**src/design/uvp_pkg.sv**
```systemverilog
package uvp_pkg;
  localparam int unsigned CLK_HZ        = 25000000;
  localparam int unsigned CLK_PERIOD_NS = 40;
  localparam int unsigned ADDR_W        = 11;
  localparam int unsigned DATA_W        = 8;
  // Read timing (ns)
  localparam int unsigned ADDRESS_TO_DATA_DELAY_NS = 450;
  localparam int unsigned GATE_TO_DATA_DELAY_NS    = 120;
  // Program timing
  localparam int unsigned SETUP_US                 = 2;
  localparam int unsigned HOLD_US                  = 2;
  localparam int unsigned PROGRAM_PULSE_WIDTH_MS   = 50;
  localparam int unsigned PROGRAM_PULSE_MIN_MS     = 45;
  localparam int unsigned PROGRAM_PULSE_MAX_MS     = 55;
  localparam int unsigned FLOAT_NS                 = 120;
  // Least times round up
  localparam int unsigned ACC_CYC   =
    (ADDRESS_TO_DATA_DELAY_NS + CLK_PERIOD_NS - 1) / CLK_PERIOD_NS;
  localparam int unsigned OE_CYC    = (GATE_TO_DATA_DELAY_NS + CLK_PERIOD_NS - 1) / CLK_PERIOD_NS;
  localparam int unsigned SETUP_CYC = (SETUP_US * 1000 + CLK_PERIOD_NS - 1) / CLK_PERIOD_NS;
  localparam int unsigned HOLD_CYC  = (HOLD_US * 1000 + CLK_PERIOD_NS - 1) / CLK_PERIOD_NS;
  localparam int unsigned FLOAT_CYC = (FLOAT_NS + CLK_PERIOD_NS - 1) / CLK_PERIOD_NS;
  localparam int unsigned PULSE_CYC = (PROGRAM_PULSE_WIDTH_MS * 1000) / CLK_PERIOD_NS * 1000;
  localparam int unsigned CNT_W     = 24;
  typedef enum logic [2:0] {
    UVP_IDLE, UVP_RD_SETUP, UVP_RD_WAIT, UVP_PG_SETUP, UVP_PG_PULSE, UVP_PG_HOLD,
    UVP_FLOAT
  } uvp_state_e;
endpackage : uvp_pkg

```
**src/design/uvp_host.sv**
```systemverilog
`timescale 1ns/1ns
module uvp_host
  import uvp_pkg::*;
#(
  parameter int unsigned NUM_DEV   = 1,
  parameter int unsigned PULSE_LEN = uvp_pkg::PULSE_CYC
)
(
  input  wire logic                       core_clk,
  input  wire logic                       sys_rst,
  input  wire logic                       req_valid,
  input  wire logic                       req_write,
  input  wire logic                       req_pgm_mode,
  input  wire logic [NUM_DEV-1:0]         req_dev_sel,
  input  wire logic [uvp_pkg::ADDR_W-1:0] req_addr,
  input  wire logic [uvp_pkg::DATA_W-1:0] req_wdata,
  output logic                            req_ready,
  output logic                            rsp_valid,
  output logic [uvp_pkg::DATA_W-1:0]      rsp_rdata,
  output logic [uvp_pkg::ADDR_W-1:0]      mem_addr,
  output logic [NUM_DEV-1:0]              mem_ce,
  output logic [NUM_DEV-1:0]              mem_oe_n,
  output logic                            mem_vpp_high,
  output logic [uvp_pkg::DATA_W-1:0]      mem_data_out,
  output logic                            mem_data_oe,
  input  wire logic [uvp_pkg::DATA_W-1:0] mem_data_in
);
  import uvp_pkg::*;

  ////////////////////////////////////////////////////////////////////////////
  // Pin synchroniser: data pins are asynchronous to core_clk
  logic [DATA_W-1:0] din_meta;
  logic [DATA_W-1:0] din_sync;

  always_ff @(posedge core_clk)
  begin
    din_meta <= mem_data_in;
    din_sync <= din_meta;
  end

  ////////////////////////////////////////////////////////////////////////////
  // Sequencer
  uvp_state_e          state;
  uvp_state_e          next_state;
  logic [CNT_W-1:0]    cnt;
  logic [CNT_W-1:0]    next_cnt;
  logic                next_req_ready;
  logic                next_rsp_valid;
  logic [DATA_W-1:0]   next_rsp_rdata;
  logic [ADDR_W-1:0]   next_mem_addr;
  logic [NUM_DEV-1:0]  next_mem_ce;
  logic [NUM_DEV-1:0]  next_mem_oe_n;
  logic                next_mem_vpp_high;
  logic [DATA_W-1:0]   next_mem_data_out;
  logic                next_mem_data_oe;
  logic [NUM_DEV-1:0]  sel;
  logic [NUM_DEV-1:0]  next_sel;

  // Read wait covers both delays plus two synchroniser stages
  localparam logic [CNT_W-1:0] RD_CYC  = CNT_W'(ACC_CYC + OE_CYC + 2);
  localparam logic [CNT_W-1:0] SU_CYC  = CNT_W'(SETUP_CYC);
  localparam logic [CNT_W-1:0] HD_CYC  = CNT_W'(HOLD_CYC);
  localparam logic [CNT_W-1:0] FL_CYC  = CNT_W'(FLOAT_CYC);
  localparam logic [CNT_W-1:0] PW_CYC  = CNT_W'(PULSE_LEN);
  localparam logic [CNT_W-1:0] ONE     = CNT_W'(1);

  always_comb
  begin
    next_state        = state;
    next_cnt          = cnt;
    next_req_ready    = 1'b0;
    next_rsp_valid    = 1'b0;
    next_rsp_rdata    = rsp_rdata;
    next_mem_addr     = mem_addr;
    next_mem_ce       = mem_ce;
    next_mem_oe_n     = mem_oe_n;
    next_mem_vpp_high = mem_vpp_high;
    next_mem_data_out = mem_data_out;
    next_mem_data_oe  = mem_data_oe;
    next_sel          = sel;
    case (state)
      UVP_IDLE:
      begin
        next_req_ready = 1'b1;
        // Supply rises only once every enable is low, so it never meets a static high enable
        if (req_pgm_mode)
        begin
          next_mem_ce = '0;
        end
        // Supply level follows the mode request only between accesses
        next_mem_vpp_high = req_pgm_mode && (mem_ce == '0);
        if (req_valid && req_ready && (req_pgm_mode == mem_vpp_high))
        begin
          next_req_ready = 1'b0;
          next_sel       = req_dev_sel;
          next_mem_addr  = req_addr;
          next_cnt       = SU_CYC;
          if (req_write && mem_vpp_high)
          begin
            next_mem_oe_n     = '1;
            next_mem_ce       = '0;
            next_mem_data_out = req_wdata;
            next_mem_data_oe  = 1'b1;
            next_state        = UVP_PG_SETUP;
          end
          else
          begin
            // Standby only off the high supply; in program mode ce stays low
            next_mem_ce   = mem_vpp_high ? '0 : ~req_dev_sel;
            next_mem_oe_n = ~req_dev_sel;
            next_cnt      = RD_CYC;
            next_state    = UVP_RD_WAIT;
          end
        end
      end
      UVP_RD_WAIT:
      begin
        next_cnt = cnt - ONE;
        if (cnt == ONE)
        begin
          next_rsp_rdata = din_sync;
          next_rsp_valid = 1'b1;
          next_mem_oe_n  = '1;
          next_cnt       = FL_CYC;
          next_state     = UVP_FLOAT;
        end
      end
      UVP_PG_SETUP:
      begin
        next_cnt = cnt - ONE;
        if (cnt == ONE)
        begin
          next_mem_ce = sel;
          next_cnt    = PW_CYC;
          next_state  = UVP_PG_PULSE;
        end
      end
      UVP_PG_PULSE:
      begin
        // Counted pulse, never a static level
        next_cnt = cnt - ONE;
        if (cnt == ONE)
        begin
          next_mem_ce = '0;
          next_cnt    = HD_CYC;
          next_state  = UVP_PG_HOLD;
        end
      end
      UVP_PG_HOLD:
      begin
        // Address and data still held after enable has fallen
        next_cnt = cnt - ONE;
        if (cnt == ONE)
        begin
          next_mem_data_oe = 1'b0;
          next_rsp_valid   = 1'b1;
          next_state       = UVP_FLOAT;
          next_cnt         = FL_CYC;
        end
      end
      UVP_FLOAT:
      begin
        // Lets the device release the shared bus before the next access
        next_cnt = cnt - ONE;
        if (cnt == ONE)
        begin
          next_mem_ce = mem_vpp_high ? '0 : '1;
          next_state  = UVP_IDLE;
        end
      end
      default:
      begin
        next_state = UVP_IDLE;
      end
    endcase
  end

  always_ff @(posedge core_clk)
  begin
    if (sys_rst)
    begin
      state        <= UVP_IDLE;
      cnt          <= '0;
      req_ready    <= 1'b0;
      rsp_valid    <= 1'b0;
      rsp_rdata    <= '0;
      mem_addr     <= '0;
      mem_ce       <= '1;
      mem_oe_n     <= '1;
      mem_vpp_high <= 1'b0;
      mem_data_out <= '0;
      mem_data_oe  <= 1'b0;
      sel          <= '0;
    end
    else
    begin
      state        <= next_state;
      cnt          <= next_cnt;
      req_ready    <= next_req_ready;
      rsp_valid    <= next_rsp_valid;
      rsp_rdata    <= next_rsp_rdata;
      mem_addr     <= next_mem_addr;
      mem_ce       <= next_mem_ce;
      mem_oe_n     <= next_mem_oe_n;
      mem_vpp_high <= next_mem_vpp_high;
      mem_data_out <= next_mem_data_out;
      mem_data_oe  <= next_mem_data_oe;
      sel          <= next_sel;
    end
  end
endmodule : uvp_host

```
**config.mk**
```make
export PLATFORM = sky130hd
export DESIGN_NAME = uvp_host
export DESIGN_NICKNAME = d
export VERILOG_FILES = /design/src/design/uvp_pkg.sv /design/src/design/uvp_host.sv
export SDC_FILE = /design/constraint.sdc
export NUM_CORES = 1
export LEC_CHECK = 0
export ABC_AREA = 0
export BUFFER_PORTS_ARGS = -buffer_cell sky130_fd_sc_hd__buf_2
export CORE_AREA = 4 4 87 89
export CTS_CLUSTER_DIAMETER = 30
export CTS_CLUSTER_SIZE = 16
export DETAILED_ROUTE_END_ITERATION = 10
export DIE_AREA = 0 0 91 93
export HOLD_SLACK_MARGIN = 0.06
export PLACE_DENSITY = 0.73
export SLEW_MARGIN = 20
export SYNTH_ARGS = -nofsm -noshare
export SYNTH_HDL_FRONTEND = slang
export SYNTH_SLANG_ARGS = --single-unit
export TNS_END_PERCENT = 50
```
**constraint.sdc**
```tcl
create_clock -name core_clk -period 3.9 [get_ports core_clk]
set_input_delay 0.585 -clock core_clk [delete_from_list [all_inputs] [get_ports core_clk]]
set_output_delay 0.585 -clock core_clk [all_outputs]
set_load 0.01 [all_outputs]
```
Word-level counts from Yosys, hierarchy flattened --
Index checks and enable logic that the tools add are counted.
Operators by class: $add $sub $neg 1, equality and inequality tests 16, muxes and demuxes 31, bitwise gates (word level) 4, reduce and logical (&&, ||, !) cells 20
Operator list (number):
- $pmux 24 s5 | 1
- $mux 24 | 4
- $eq 24x1->1 const B | 1
- $sub 24x1->24 const B | 1
- $mux 1 | 16
- $mux 3 | 5
- $pmux 3 s5 | 1
- $ne 2x2->1 const B | 7
- $reduce_and 5->1 | 2
- $eq 3x3->1 const B | 3
- $eq 3x2->1 const B | 2
- $mux 6 | 1
- $reduce_and 2->1 | 3
- $reduce_and 3->1 | 2
- $reduce_or 2->1 | 3
- $reduce_bool 5->1 | 1
- $logic_and 1x1->1 | 4
- $not 1->1 | 4
- $pmux 1 s2 | 2
- $pmux 1 s4 | 1
- $reduce_and 4->1 | 1
- $reduce_bool 2->1 | 2
- $reduce_bool 4->1 | 1
- $logic_not 3->1 | 1
- 3 further kinds | 3
Storage, ports and cells: flip-flop bits (word level) 77, bits of input ports 33, output and inout port bits 33, word-level logic and storage cells 86

Longest topological paths before layout --
Gate-level depths: netlist of run 1.
depth in word-level cells 5, depth in mapped cells 9, mapped depth without buffers 8

Worst setup path before layout of run 1 --
No wires, ideal clock.
path type flip-flop to flip-flop, start point register cnt[16], end point register cnt[22], library setup time 115 ps, arrival time 2137 ps, data required time 3785 ps, slack 1648 ps, cell stages (with the launch flop) 9, path buffers 2, period minus slack after synthesis 2252 ps, cell sequence dfxtp_1 or4_4 or2_1 buf_6 nor3_4 o21ai_2 o31ai_4 buf_6 nor2_1
Between the ends: longest elaborated chain between the ends 3, elaborated cells on any way between the ends 6, those cells by class 1 x add/sub; 1 x eq/ne; 4 x mux
Ends and longest elaborated chain:
- from (decl) | line uvp_host.sv:45 | logic [CNT_W-1:0] cnt;
- from (signal assigned) | line uvp_host.sv:198 | cnt <= next_cnt;
- $sub 24x1->24 or $eq 24x1->1 (tied branches)
- $mux 24, on equally long branches
- $pmux 24 s5 * | line uvp_host.sv:81 | case (state)
Mark *: on every way between the ends. The rest lies on a longest branch, timed or not. A chain may end at the register's enable or synchronous reset.

Worst setup path in the final report of run 1 --
start point register cnt[16], end point register rsp_rdata[5] in the netlist's numbering
Between the ends: longest elaborated chain between the ends 2
Ends and longest elaborated chain:
- $eq 24x1->1 | line uvp_host.sv:119 | if (cnt == ONE)
- $reduce_and 2->1 (no source line)
- to (signal assigned) | line uvp_host.sv:201 | rsp_rdata <= next_rsp_rdata;
- to (decl) | line uvp_host.sv:19 | output logic [uvp_pkg::DATA_W-1:0] rsp_rdata,
Every way passes these cells.

==> results.sh, run 1 <==
export IMPL_clock_latency_ns=0.36
export IMPL_fin_cells=521
export IMPL_syn_nets=415
export IMPL_cts_tree="built"
export IMPL_outcome="finished clean"
export IMPL_ios=66
export IMPL_synthXorXnorAreaFrac_pct=3.16
export IMPL_vias=2894
export IMPL_synth_top_family_by_area="simple AND/OR/NAND/NOR gates"
export IMPL_fin_util_pct=56.9
export IMPL_numCtsBuffers=9
export IMPL_synth_compound_gate_area_share_pct=17.8
export IMPL_place_inst=505
export IMPL_worstPathRequired_ns=4.12
export IMPL_avgRoutedWirePerCell_um=14.6
export IMPL_dp_hpwl_um=5270
export IMPL_ys_top_cells_by_count="dfxtp_1, nand2_1, nor2_1"
export IMPL_cts_hold_buffers=0
export IMPL_worst_setup_path_end_kind="register"
export IMPL_power_mw=1.92
export IMPL_setup_viol=0
export IMPL_p_per_area_nw_per_um2=500
export IMPL_port_buffers=65
export IMPL_crit_fanout=9
export IMPL_synth_simple_area_share_pct=23.7
export IMPL_maxCapViolCount=0
export IMPL_period_minus_slack_ns=2.86
export IMPL_synthDistinctLibCells=58
export IMPL_die_width_um=91
export IMPL_post_cts_resized=0
export IMPL_nets=471
export IMPL_yosysTopAreaCell="dfxtp_1"
export IMPL_synth_seq_cells=77
export IMPL_grt_max_degree=43
export IMPL_clkSlewWorstSetupHoldPaths_ns=0.09
export IMPL_syn_inst=380
export IMPL_rsz0062_at_grt="false"
export IMPL_antenna_cells=0
export IMPL_syn_to_final_growth_pct=15.6
export IMPL_ys_seq_area_share_pct=46.3
export IMPL_drt_iter0_drc=282
export IMPL_ant_nets=0
export IMPL_slew_viol_final=0
export IMPL_synth_top_area_share_pct=46.3
export IMPL_grt_pass1_wl_um=13000
export IMPL_cts_setup_buffers=0
export IMPL_synth_edf_count=0
export IMPL_antenna_found_initial=0
export IMPL_ir_drop_uv=359
export IMPL_drt_total_wl_um=7610
export IMPL_drive_above_1_share_pct=22.9
export IMPL_synth_main_ff_cell="dfxtp_1"
export IMPL_die_y_um=93
export IMPL_hold_viol_final=0
export IMPL_place_gp_congestion=0.865
export IMPL_synthMostInstantiatedCell="dfxtp_1"
export IMPL_drtPass1Iterations=4
export IMPL_cts_max_level=3
export IMPL_drc=0
export IMPL_synthAdderAreaFrac_pct=0.752
export IMPL_synth_mux_area_share_pct=4.81
export IMPL_cts_root_buffer="clkbuf_8"
export IMPL_synthArstFlopShare_pct=0
export IMPL_relSlewSlack_pct=44.6
export IMPL_initial_core_util_pct=49.2
export IMPL_pre_cts_ws_ns=1.10
export IMPL_setup_tns_ns=0
export IMPL_grt_pass1_vias=2789
export IMPL_clockBufferDepth=2
export IMPL_cp_slowest_cell="or4_4"
export IMPL_grt_usage_pct=18.7
export IMPL_slowest_delay_ns=0.56
export IMPL_num_rows=30
export IMPL_vias_per_cell=5.55
export IMPL_fmax_ghz=0.350
export IMPL_hold_path_depth=1
export IMPL_netlist_area_sq_um=3330
export IMPL_hp_class="in -> reg"
export IMPL_avgSynthCellArea_sq_um=8.76
export IMPL_leakage_nw=1.57
export IMPL_crit_arrival_ns=3.08
export IMPL_finalClockSkew_ns=0.00942
export IMPL_gr_total_overflow=0
export IMPL_post_route_period_util_pct=73.3
export IMPL_worstSetupStartpoint="cnt[16]"
export IMPL_tightestPinTransition_ns=0.828
export IMPL_startpoint_type="register"
export IMPL_nFillCells=629
export IMPL_reg2regPathDepth=6
export IMPL_crit_chain="or4_4 -> or2_1 -> nor4_1 -> and2_1 -> mux2i_1 -> nor2_1"
export IMPL_dieArea_sq_um=8460
export IMPL_critPathKind="reg -> reg"
export IMPL_yosysWarningCount=0
export IMPL_cts_sinks=77
export IMPL_core_area_sq_um=6760
export IMPL_ys_top_cells_by_area="dfxtp_1, nand2_1, a21oi_1, nor2_1, mux2i_1"
export IMPL_setup_slack_ns=1.04
export IMPL_min_from="mem_data_in[3]"
export IMPL_r2r_start="cnt[16]"
state kept, by name (all words and copies together) (netlist names), 3 cells and up:
signal	count
mem_data_out	8
rsp_rdata	8
din_meta	8
din_sync	8
mem_addr	11
state	3
cnt	24
final cells by class:
type	count	area [sq um]	share of cell area (%)
Multi-Input combinational cell	278	1670	43.5
Sequential cell	77	1540	40.1
Timing Repair Buffer	65	325	8.46
Clock buffer	9	124	3.22
Tap cell	80	100	2.60
Clock inverter	7	63.8	1.66
Inverter	5	18.8	0.488
worst max-delay path: cells and delay by family (launching register included):
family           cells  cell delay [ns]
DFF                  1             0.39
and+or+nand+nor      5             2.07
muxes                1             0.26
kinds of logic after synthesis:
logic type                 after synthesis
DFF                                     77
muxes                                   16
xor gates and xnor gates                12
adders and majority gates                2
and+or+nand+nor                        156
AOI/OAI and AO/OA                       92
buffers and inverters                   25
cells in the final DEF, fill, tap and decap left out, types with 3 or more instances in the layout:
cell type,netlist,routed
a211o_1,3,3
a21oi_1,34,34
a31oi_1,5,5
and2_1,4,4
buf_2,1,65
clkbuf_8,0,9
dfxtp_1,77,77
inv_1,5,5
mux2i_1,16,16
nand2_1,46,46
nand3_1,7,7
nand3b_1,3,3
nor2_1,43,43
nor3_1,12,12
nor3b_1,3,3
nor4_1,11,11
o21ai_0,20,20
o21ai_2,3,3
o21bai_1,4,4
or3_1,4,4
or4_1,3,3
xnor2_1,12,12
per-layer routing:
layer | share of wire, % | wire [um] | GRT usage, %
met1 | 46 | 3490 | 24.1
met2 | 44 | 3370 | 28.5
met3 | 8.3 | 632 | 6.44
met4 | 1.6 | 120 | 7.79
met5 | 0 | 0 | 0
path summary, 6_finish.rpt:
check / endpoint / slack (ns)
worst max-delay path: rsp_rdata[5] / 1.04
worst min-delay path: din_meta[3] / 0.32
worst max register to register: rsp_rdata[5] / 1.04
worst min register to register: din_sync[1] / 0.33
where the power goes:
group	total [mW]	internal [mW]	switching, mW	leakage [nW]
clock network	0.579	0.245	0.333	0.0903
logic	0.457	0.186	0.271	0.847
registers	0.885	0.835	0.0507	0.630
total	1.92	1.27	0.655	1.57
metrics by stage:
stage | hold WS (ns) | area (sq um)
after floorplan | 0.310 | 3330
after global placement | 0.310 | 3660
after detailed placement | 0.312 | 3660
after CTS | 0.308 | 3840
after global routing | 0.292 | 3840
final | 0.322 | 3840
Power figures use the tool's default switching activity.
==> inputs of run 2 (changes only) <==
==> constraint.sdc (replaced) <==
create_clock -name core_clk -period 2.7 [get_ports core_clk]
set_input_delay 0.405 -clock core_clk [delete_from_list [all_inputs] [get_ports core_clk]]
set_output_delay 0.405 -clock core_clk [all_outputs]
set_load 0.01 [all_outputs]
==> results.sh, run 2 (synthesized netlist as in run 1, its figures left out) <==
export IMPL_avgRoutedWirePerCell_um=15.0
export IMPL_worstPathRequired_ns=2.95
export IMPL_gr_total_overflow=0
export IMPL_drt_iter0_drc=224
export IMPL_r2r_slack_ns=0.26
export IMPL_nets=487
export IMPL_vias=3011
export IMPL_relSlewSlack_pct=45.1
export IMPL_setup_tns_ns=0
export IMPL_drtPass1Iterations=4
export IMPL_post_route_period_util_pct=90.3
export IMPL_die_width_um=91
export IMPL_core_area_sq_um=6760
export IMPL_dp_hpwl_um=5800
export IMPL_grt_pass1_vias=2956
export IMPL_cts_setup_buffers=0
export IMPL_ff_latch_area_sq_um=1540
export IMPL_leakage_nw=1.65
export IMPL_cts_hold_buffers=0
export IMPL_routed_wl_met2_um=3670
export IMPL_rsz0062_at_grt="false"
export IMPL_grt_max_degree=25
export IMPL_antenna_found_initial=0
export IMPL_top_layer_used="met4"
export IMPL_fin_util_pct=59.0
export IMPL_ios=66
export IMPL_num_rows=30
export IMPL_grt_pass1_wl_um=13400
export IMPL_cts_max_level=3
export IMPL_worst_setup_path_end_kind="register"
export IMPL_power_mw=2.87
export IMPL_critPathKind="reg -> reg"
export IMPL_layout_common_cells="dfxtp_1, buf_2, nand2_1"
export IMPL_finalClockSkew_ns=0.00746
export IMPL_place_gp_congestion=0.887
export IMPL_p_per_area_nw_per_um2=720
export IMPL_startpoint_type="register"
export IMPL_fmax_ghz=0.410
export IMPL_cts_tree="built"
export IMPL_setup_slack_ns=0.261
export IMPL_final_common_cell="dfxtp_1"
export IMPL_grt_usage_pct=19.6
export IMPL_ir_drop_uv=544
export IMPL_largest_register_ff_count=24
export IMPL_clock_latency_ns=0.36
export IMPL_clockBufferDepth=2
export IMPL_timing_hold_ws_ns=0.141
export IMPL_dieArea_sq_um=8460
export IMPL_crit_fanout=8
export IMPL_hp_class="in -> reg"
export IMPL_wl_met1_um=3540
export IMPL_syn_to_final_growth_pct=19.9
export IMPL_drive_above_1_share_pct=25.8
export IMPL_vias_per_cell=5.61
export IMPL_hold_viol_final=0
export IMPL_initial_core_util_pct=49.2
export IMPL_port_buffers=65
export IMPL_antenna_cells=0
export IMPL_multi_input_area_sq_um=1680
export IMPL_maxCapViolCount=0
export IMPL_die_y_um=93
export IMPL_numCtsBuffers=9
export IMPL_outcome="finished clean"
export IMPL_crit_arrival_ns=2.69
export IMPL_top_regs="cnt: 24 flops, mem_addr: 11 flops"
export IMPL_drc=0
export IMPL_cts_root_buffer="clkbuf_8"
export IMPL_regMostFlops="cnt"
export IMPL_drt_total_wl_um=8060
export IMPL_pre_cts_ws_ns=0.188
export IMPL_clkSlewWorstSetupHoldPaths_ns=0.09
export IMPL_period_minus_slack_ns=2.44
export IMPL_met3WireLength_um=663
export IMPL_post_cts_resized=0
export IMPL_nFillCells=623
export IMPL_tightestPinTransition_ns=0.824
export IMPL_setup_viol=0
export IMPL_slew_viol_final=0
export IMPL_ant_nets=0
export IMPL_cts_sinks=77
==> run 2: critical path, stage by stage (launching register included) <==
cell     delay, ns
dfxtp_1       0.38
or4_4         0.56
or2_1         0.34
o41a_2        0.44
o21ai_2       0.29
a21oi_1       0.09
a211o_1       0.24
==> run 2: area by class of cell <==
class / instances / share of cell area, %
Sequential cell: 77 / 38.6
Tap cell: 80 / 2.51
Timing Repair Buffer: 81 / 11.5
Clock buffer: 9 / 3.11
Clock inverter: 7 / 1.73
Multi-Input combinational cell: 278 / 42.1
Inverter: 5 / 0.471
==> run 2: routing by layer <==
metal / track usage, % / vias up
met5: 0 / -
met2: 31.3 / 123
met1: 23.8 / 1372
li1: - / 1498
met4: 9.67 / 0
met3: 6.11 / 18
==> run 2: path summary, 6_finish.rpt <==
path / depth (start not counted) / startpoint / end
worst max-delay path: 6 / cnt[16] / cnt[17]
worst min-delay path: 1 / mem_data_in[4] / din_meta[4]
worst max register to register: 6 / cnt[16] / cnt[17]
worst min register to register: 0 / din_meta[3] / din_sync[3]
==> run 2: power by group <==
group / total (mW) / switching [mW] / leakage (nW) / internal (mW)
Clock: 0.839 / 0.484 / 0.0911 / 0.355
Combinational: 0.767 / 0.439 / 0.934 / 0.327
Sequential: 1.27 / 0.0604 / 0.630 / 1.21
Total: 2.87 / 0.984 / 1.65 / 1.89
==> run 2: metrics by stage <==
stage	area [sq um]	instances
2_1_floorplan	3330	380
3_3_place_gp	3790	521
3_5_place_dp	3790	521
4_1_cts	3980	537
5_1_grt	3990	537
6_report	3990	537
==> inputs of run 3 (changes only) <==
--- a/config.mk
+++ b/config.mk
@@ -7,11 +7,11 @@
 export LEC_CHECK = 0
 export ABC_AREA = 0
 export BUFFER_PORTS_ARGS = -buffer_cell sky130_fd_sc_hd__buf_2
-export CORE_AREA = 4 4 87 89
+export CORE_AREA = 4 4 74 104
 export CTS_CLUSTER_DIAMETER = 30
 export CTS_CLUSTER_SIZE = 16
 export DETAILED_ROUTE_END_ITERATION = 10
-export DIE_AREA = 0 0 91 93
+export DIE_AREA = 0 0 78 108
 export HOLD_SLACK_MARGIN = 0.06
 export PLACE_DENSITY = 0.73
 export SLEW_MARGIN = 20
==> results.sh, run 3 (synthesized netlist as in run 1, its figures left out) <==
export IMPL_outcome="finished clean"
export IMPL_drive_above_1_share_pct=26.0
export IMPL_leakage_nw=1.65
export IMPL_top_regs="cnt: 24 flops, mem_addr: 11 flops"
export IMPL_initial_core_util_pct=48.9
export IMPL_cts_max_level=3
export IMPL_antenna_found_initial=0
export IMPL_crit_arrival_ns=2.70
export IMPL_path_buf_inv=1
export IMPL_final_common_cell="dfxtp_1"
export IMPL_rsz0062_at_grt="false"
export IMPL_vias_per_cell=5.48
export IMPL_slowest_delay_ns=0.58
export IMPL_grt_usage_pct=20.8
export IMPL_power_switching_fraction_pct=34.2
export IMPL_crit_chain="or4_4 -> or2_1 -> nor4_2 -> and2_1 -> buf_4 -> mux2i_1 -> nor2_1"
export IMPL_drc=0
export IMPL_cp_slowest_cell="or4_4"
export IMPL_setup_tns_ns=0
export IMPL_syn_to_final_growth_pct=20.2
export IMPL_tightestPinTransition_ns=0.789
export IMPL_dieArea_sq_um=8420
export IMPL_placed_area_sq_um=3800
export IMPL_finalClockSkew_ns=0.00792
export IMPL_place_gp_congestion=0.921
export IMPL_hp_class="in -> reg"
export IMPL_startpoint_type="register"
export IMPL_pre_cts_ws_ns=0.0649
export IMPL_grt_max_degree=29
export IMPL_critPathKind="reg -> reg"
export IMPL_antenna_cells=0
export IMPL_maxCapViolCount=0
export IMPL_post_route_period_util_pct=90.6
export IMPL_drt_iter0_drc=194
export IMPL_clockPowerShare_pct=29.1
export IMPL_cts_tree="built"
export IMPL_ios=66
export IMPL_avgRoutedWirePerCell_um=14.8
export IMPL_numCtsBuffers=9
export IMPL_die_y_um=108
export IMPL_relSlewSlack_pct=47.4
export IMPL_nets=488
export IMPL_regMostFlops="cnt"
export IMPL_crit_fanout=9
export IMPL_setup_viol=0
export IMPL_fmax_ghz=0.409
export IMPL_ant_nets=0
export IMPL_setup_slack_ns=0.253
export IMPL_final_cell_area_sq_um=4000
export IMPL_port_buffers=65
export IMPL_largest_register_ff_count=24
export IMPL_num_rows=36
export IMPL_grt_pass1_vias=3009
export IMPL_cts_root_buffer="clkbuf_8"
export IMPL_dp_hpwl_um=6010
export IMPL_intPower_mw=1.88
export IMPL_cts_setup_buffers=0
export IMPL_grt_pass1_wl_um=14000
export IMPL_gr_total_overflow=0
export IMPL_core_area_sq_um=6800
export IMPL_combPwrFrac_pct=26.4
export IMPL_fin_cells=553
export IMPL_drtPass1Iterations=5
export IMPL_layout_common_cells="dfxtp_1, buf_2, nand2_1"
export IMPL_p_seq_share_pct=44.5
export IMPL_drt_total_wl_um=8210
export IMPL_vias=3028
export IMPL_post_cts_resized=0
export IMPL_hold_viol_final=0
export IMPL_worstPathRequired_ns=2.95
export IMPL_fin_util_pct=58.8
export IMPL_worst_setup_path_end_kind="register"
export IMPL_cts_sinks=77
export IMPL_clockBufferDepth=2
export IMPL_clock_latency_ns=0.36
export IMPL_cts_hold_buffers=0
export IMPL_slew_viol_final=0
export IMPL_crit_family="simple AND/OR/NAND/NOR gates"
export IMPL_p_per_area_nw_per_um2=715
export IMPL_period_minus_slack_ns=2.45
export IMPL_place_inst=537
export IMPL_power_switching_mw=0.977
export IMPL_die_width_um=78
export IMPL_ir_drop_uv=482
export IMPL_clkSlewWorstSetupHoldPaths_ns=0.09
run 3: per-stage QoR:
stage,hold slack [ns],power [mW]
floorplan,0.310,1.82
global placement,0.310,2.02
detailed placement,0.312,2.03
CTS,0.138,2.85
global route,0.130,3.01
finish,0.139,2.86
run 3: cell type report:
cell class,count,area [sq um]
clock inverters,7,63.8
well taps,95,119
fillers,611,2800
clock buffers,9,124
repair buffers,82,453
multi-input cells,278,1680
flip-flops and latches,77,1540
inverters,5,18.8
run 3: final timing paths:
check | endpoint | startpoint | cells past startpoint | slack (ns)
min reg2reg | din_sync[7] | din_meta[7] | 0 | 0.33
min | din_meta[6] | mem_data_in[6] | 1 | 0.14
max | rsp_rdata[4] | cnt[16] | 7 | 0.25
max reg2reg | rsp_rdata[4] | cnt[16] | 7 | 0.25
run 3: power groups by stage:
stage               sequential, mW  combinational [mW]  clock (mW)
floorplan                     1.29               0.537           0
global placement              1.29               0.728           0
detailed placement            1.30               0.737           0
CTS                           1.27               0.745       0.838
global route                  1.28               0.839       0.892
finish                        1.27               0.755       0.834
run 3: metal layers:
metal	GRT usage, %	vias up	wire, um
met3	5.00	25	525
met1	23.3	1403	3190
met4	10.0	0	260
li1	-	1496	-
met5	0	-	0
met2	36.8	104	4230
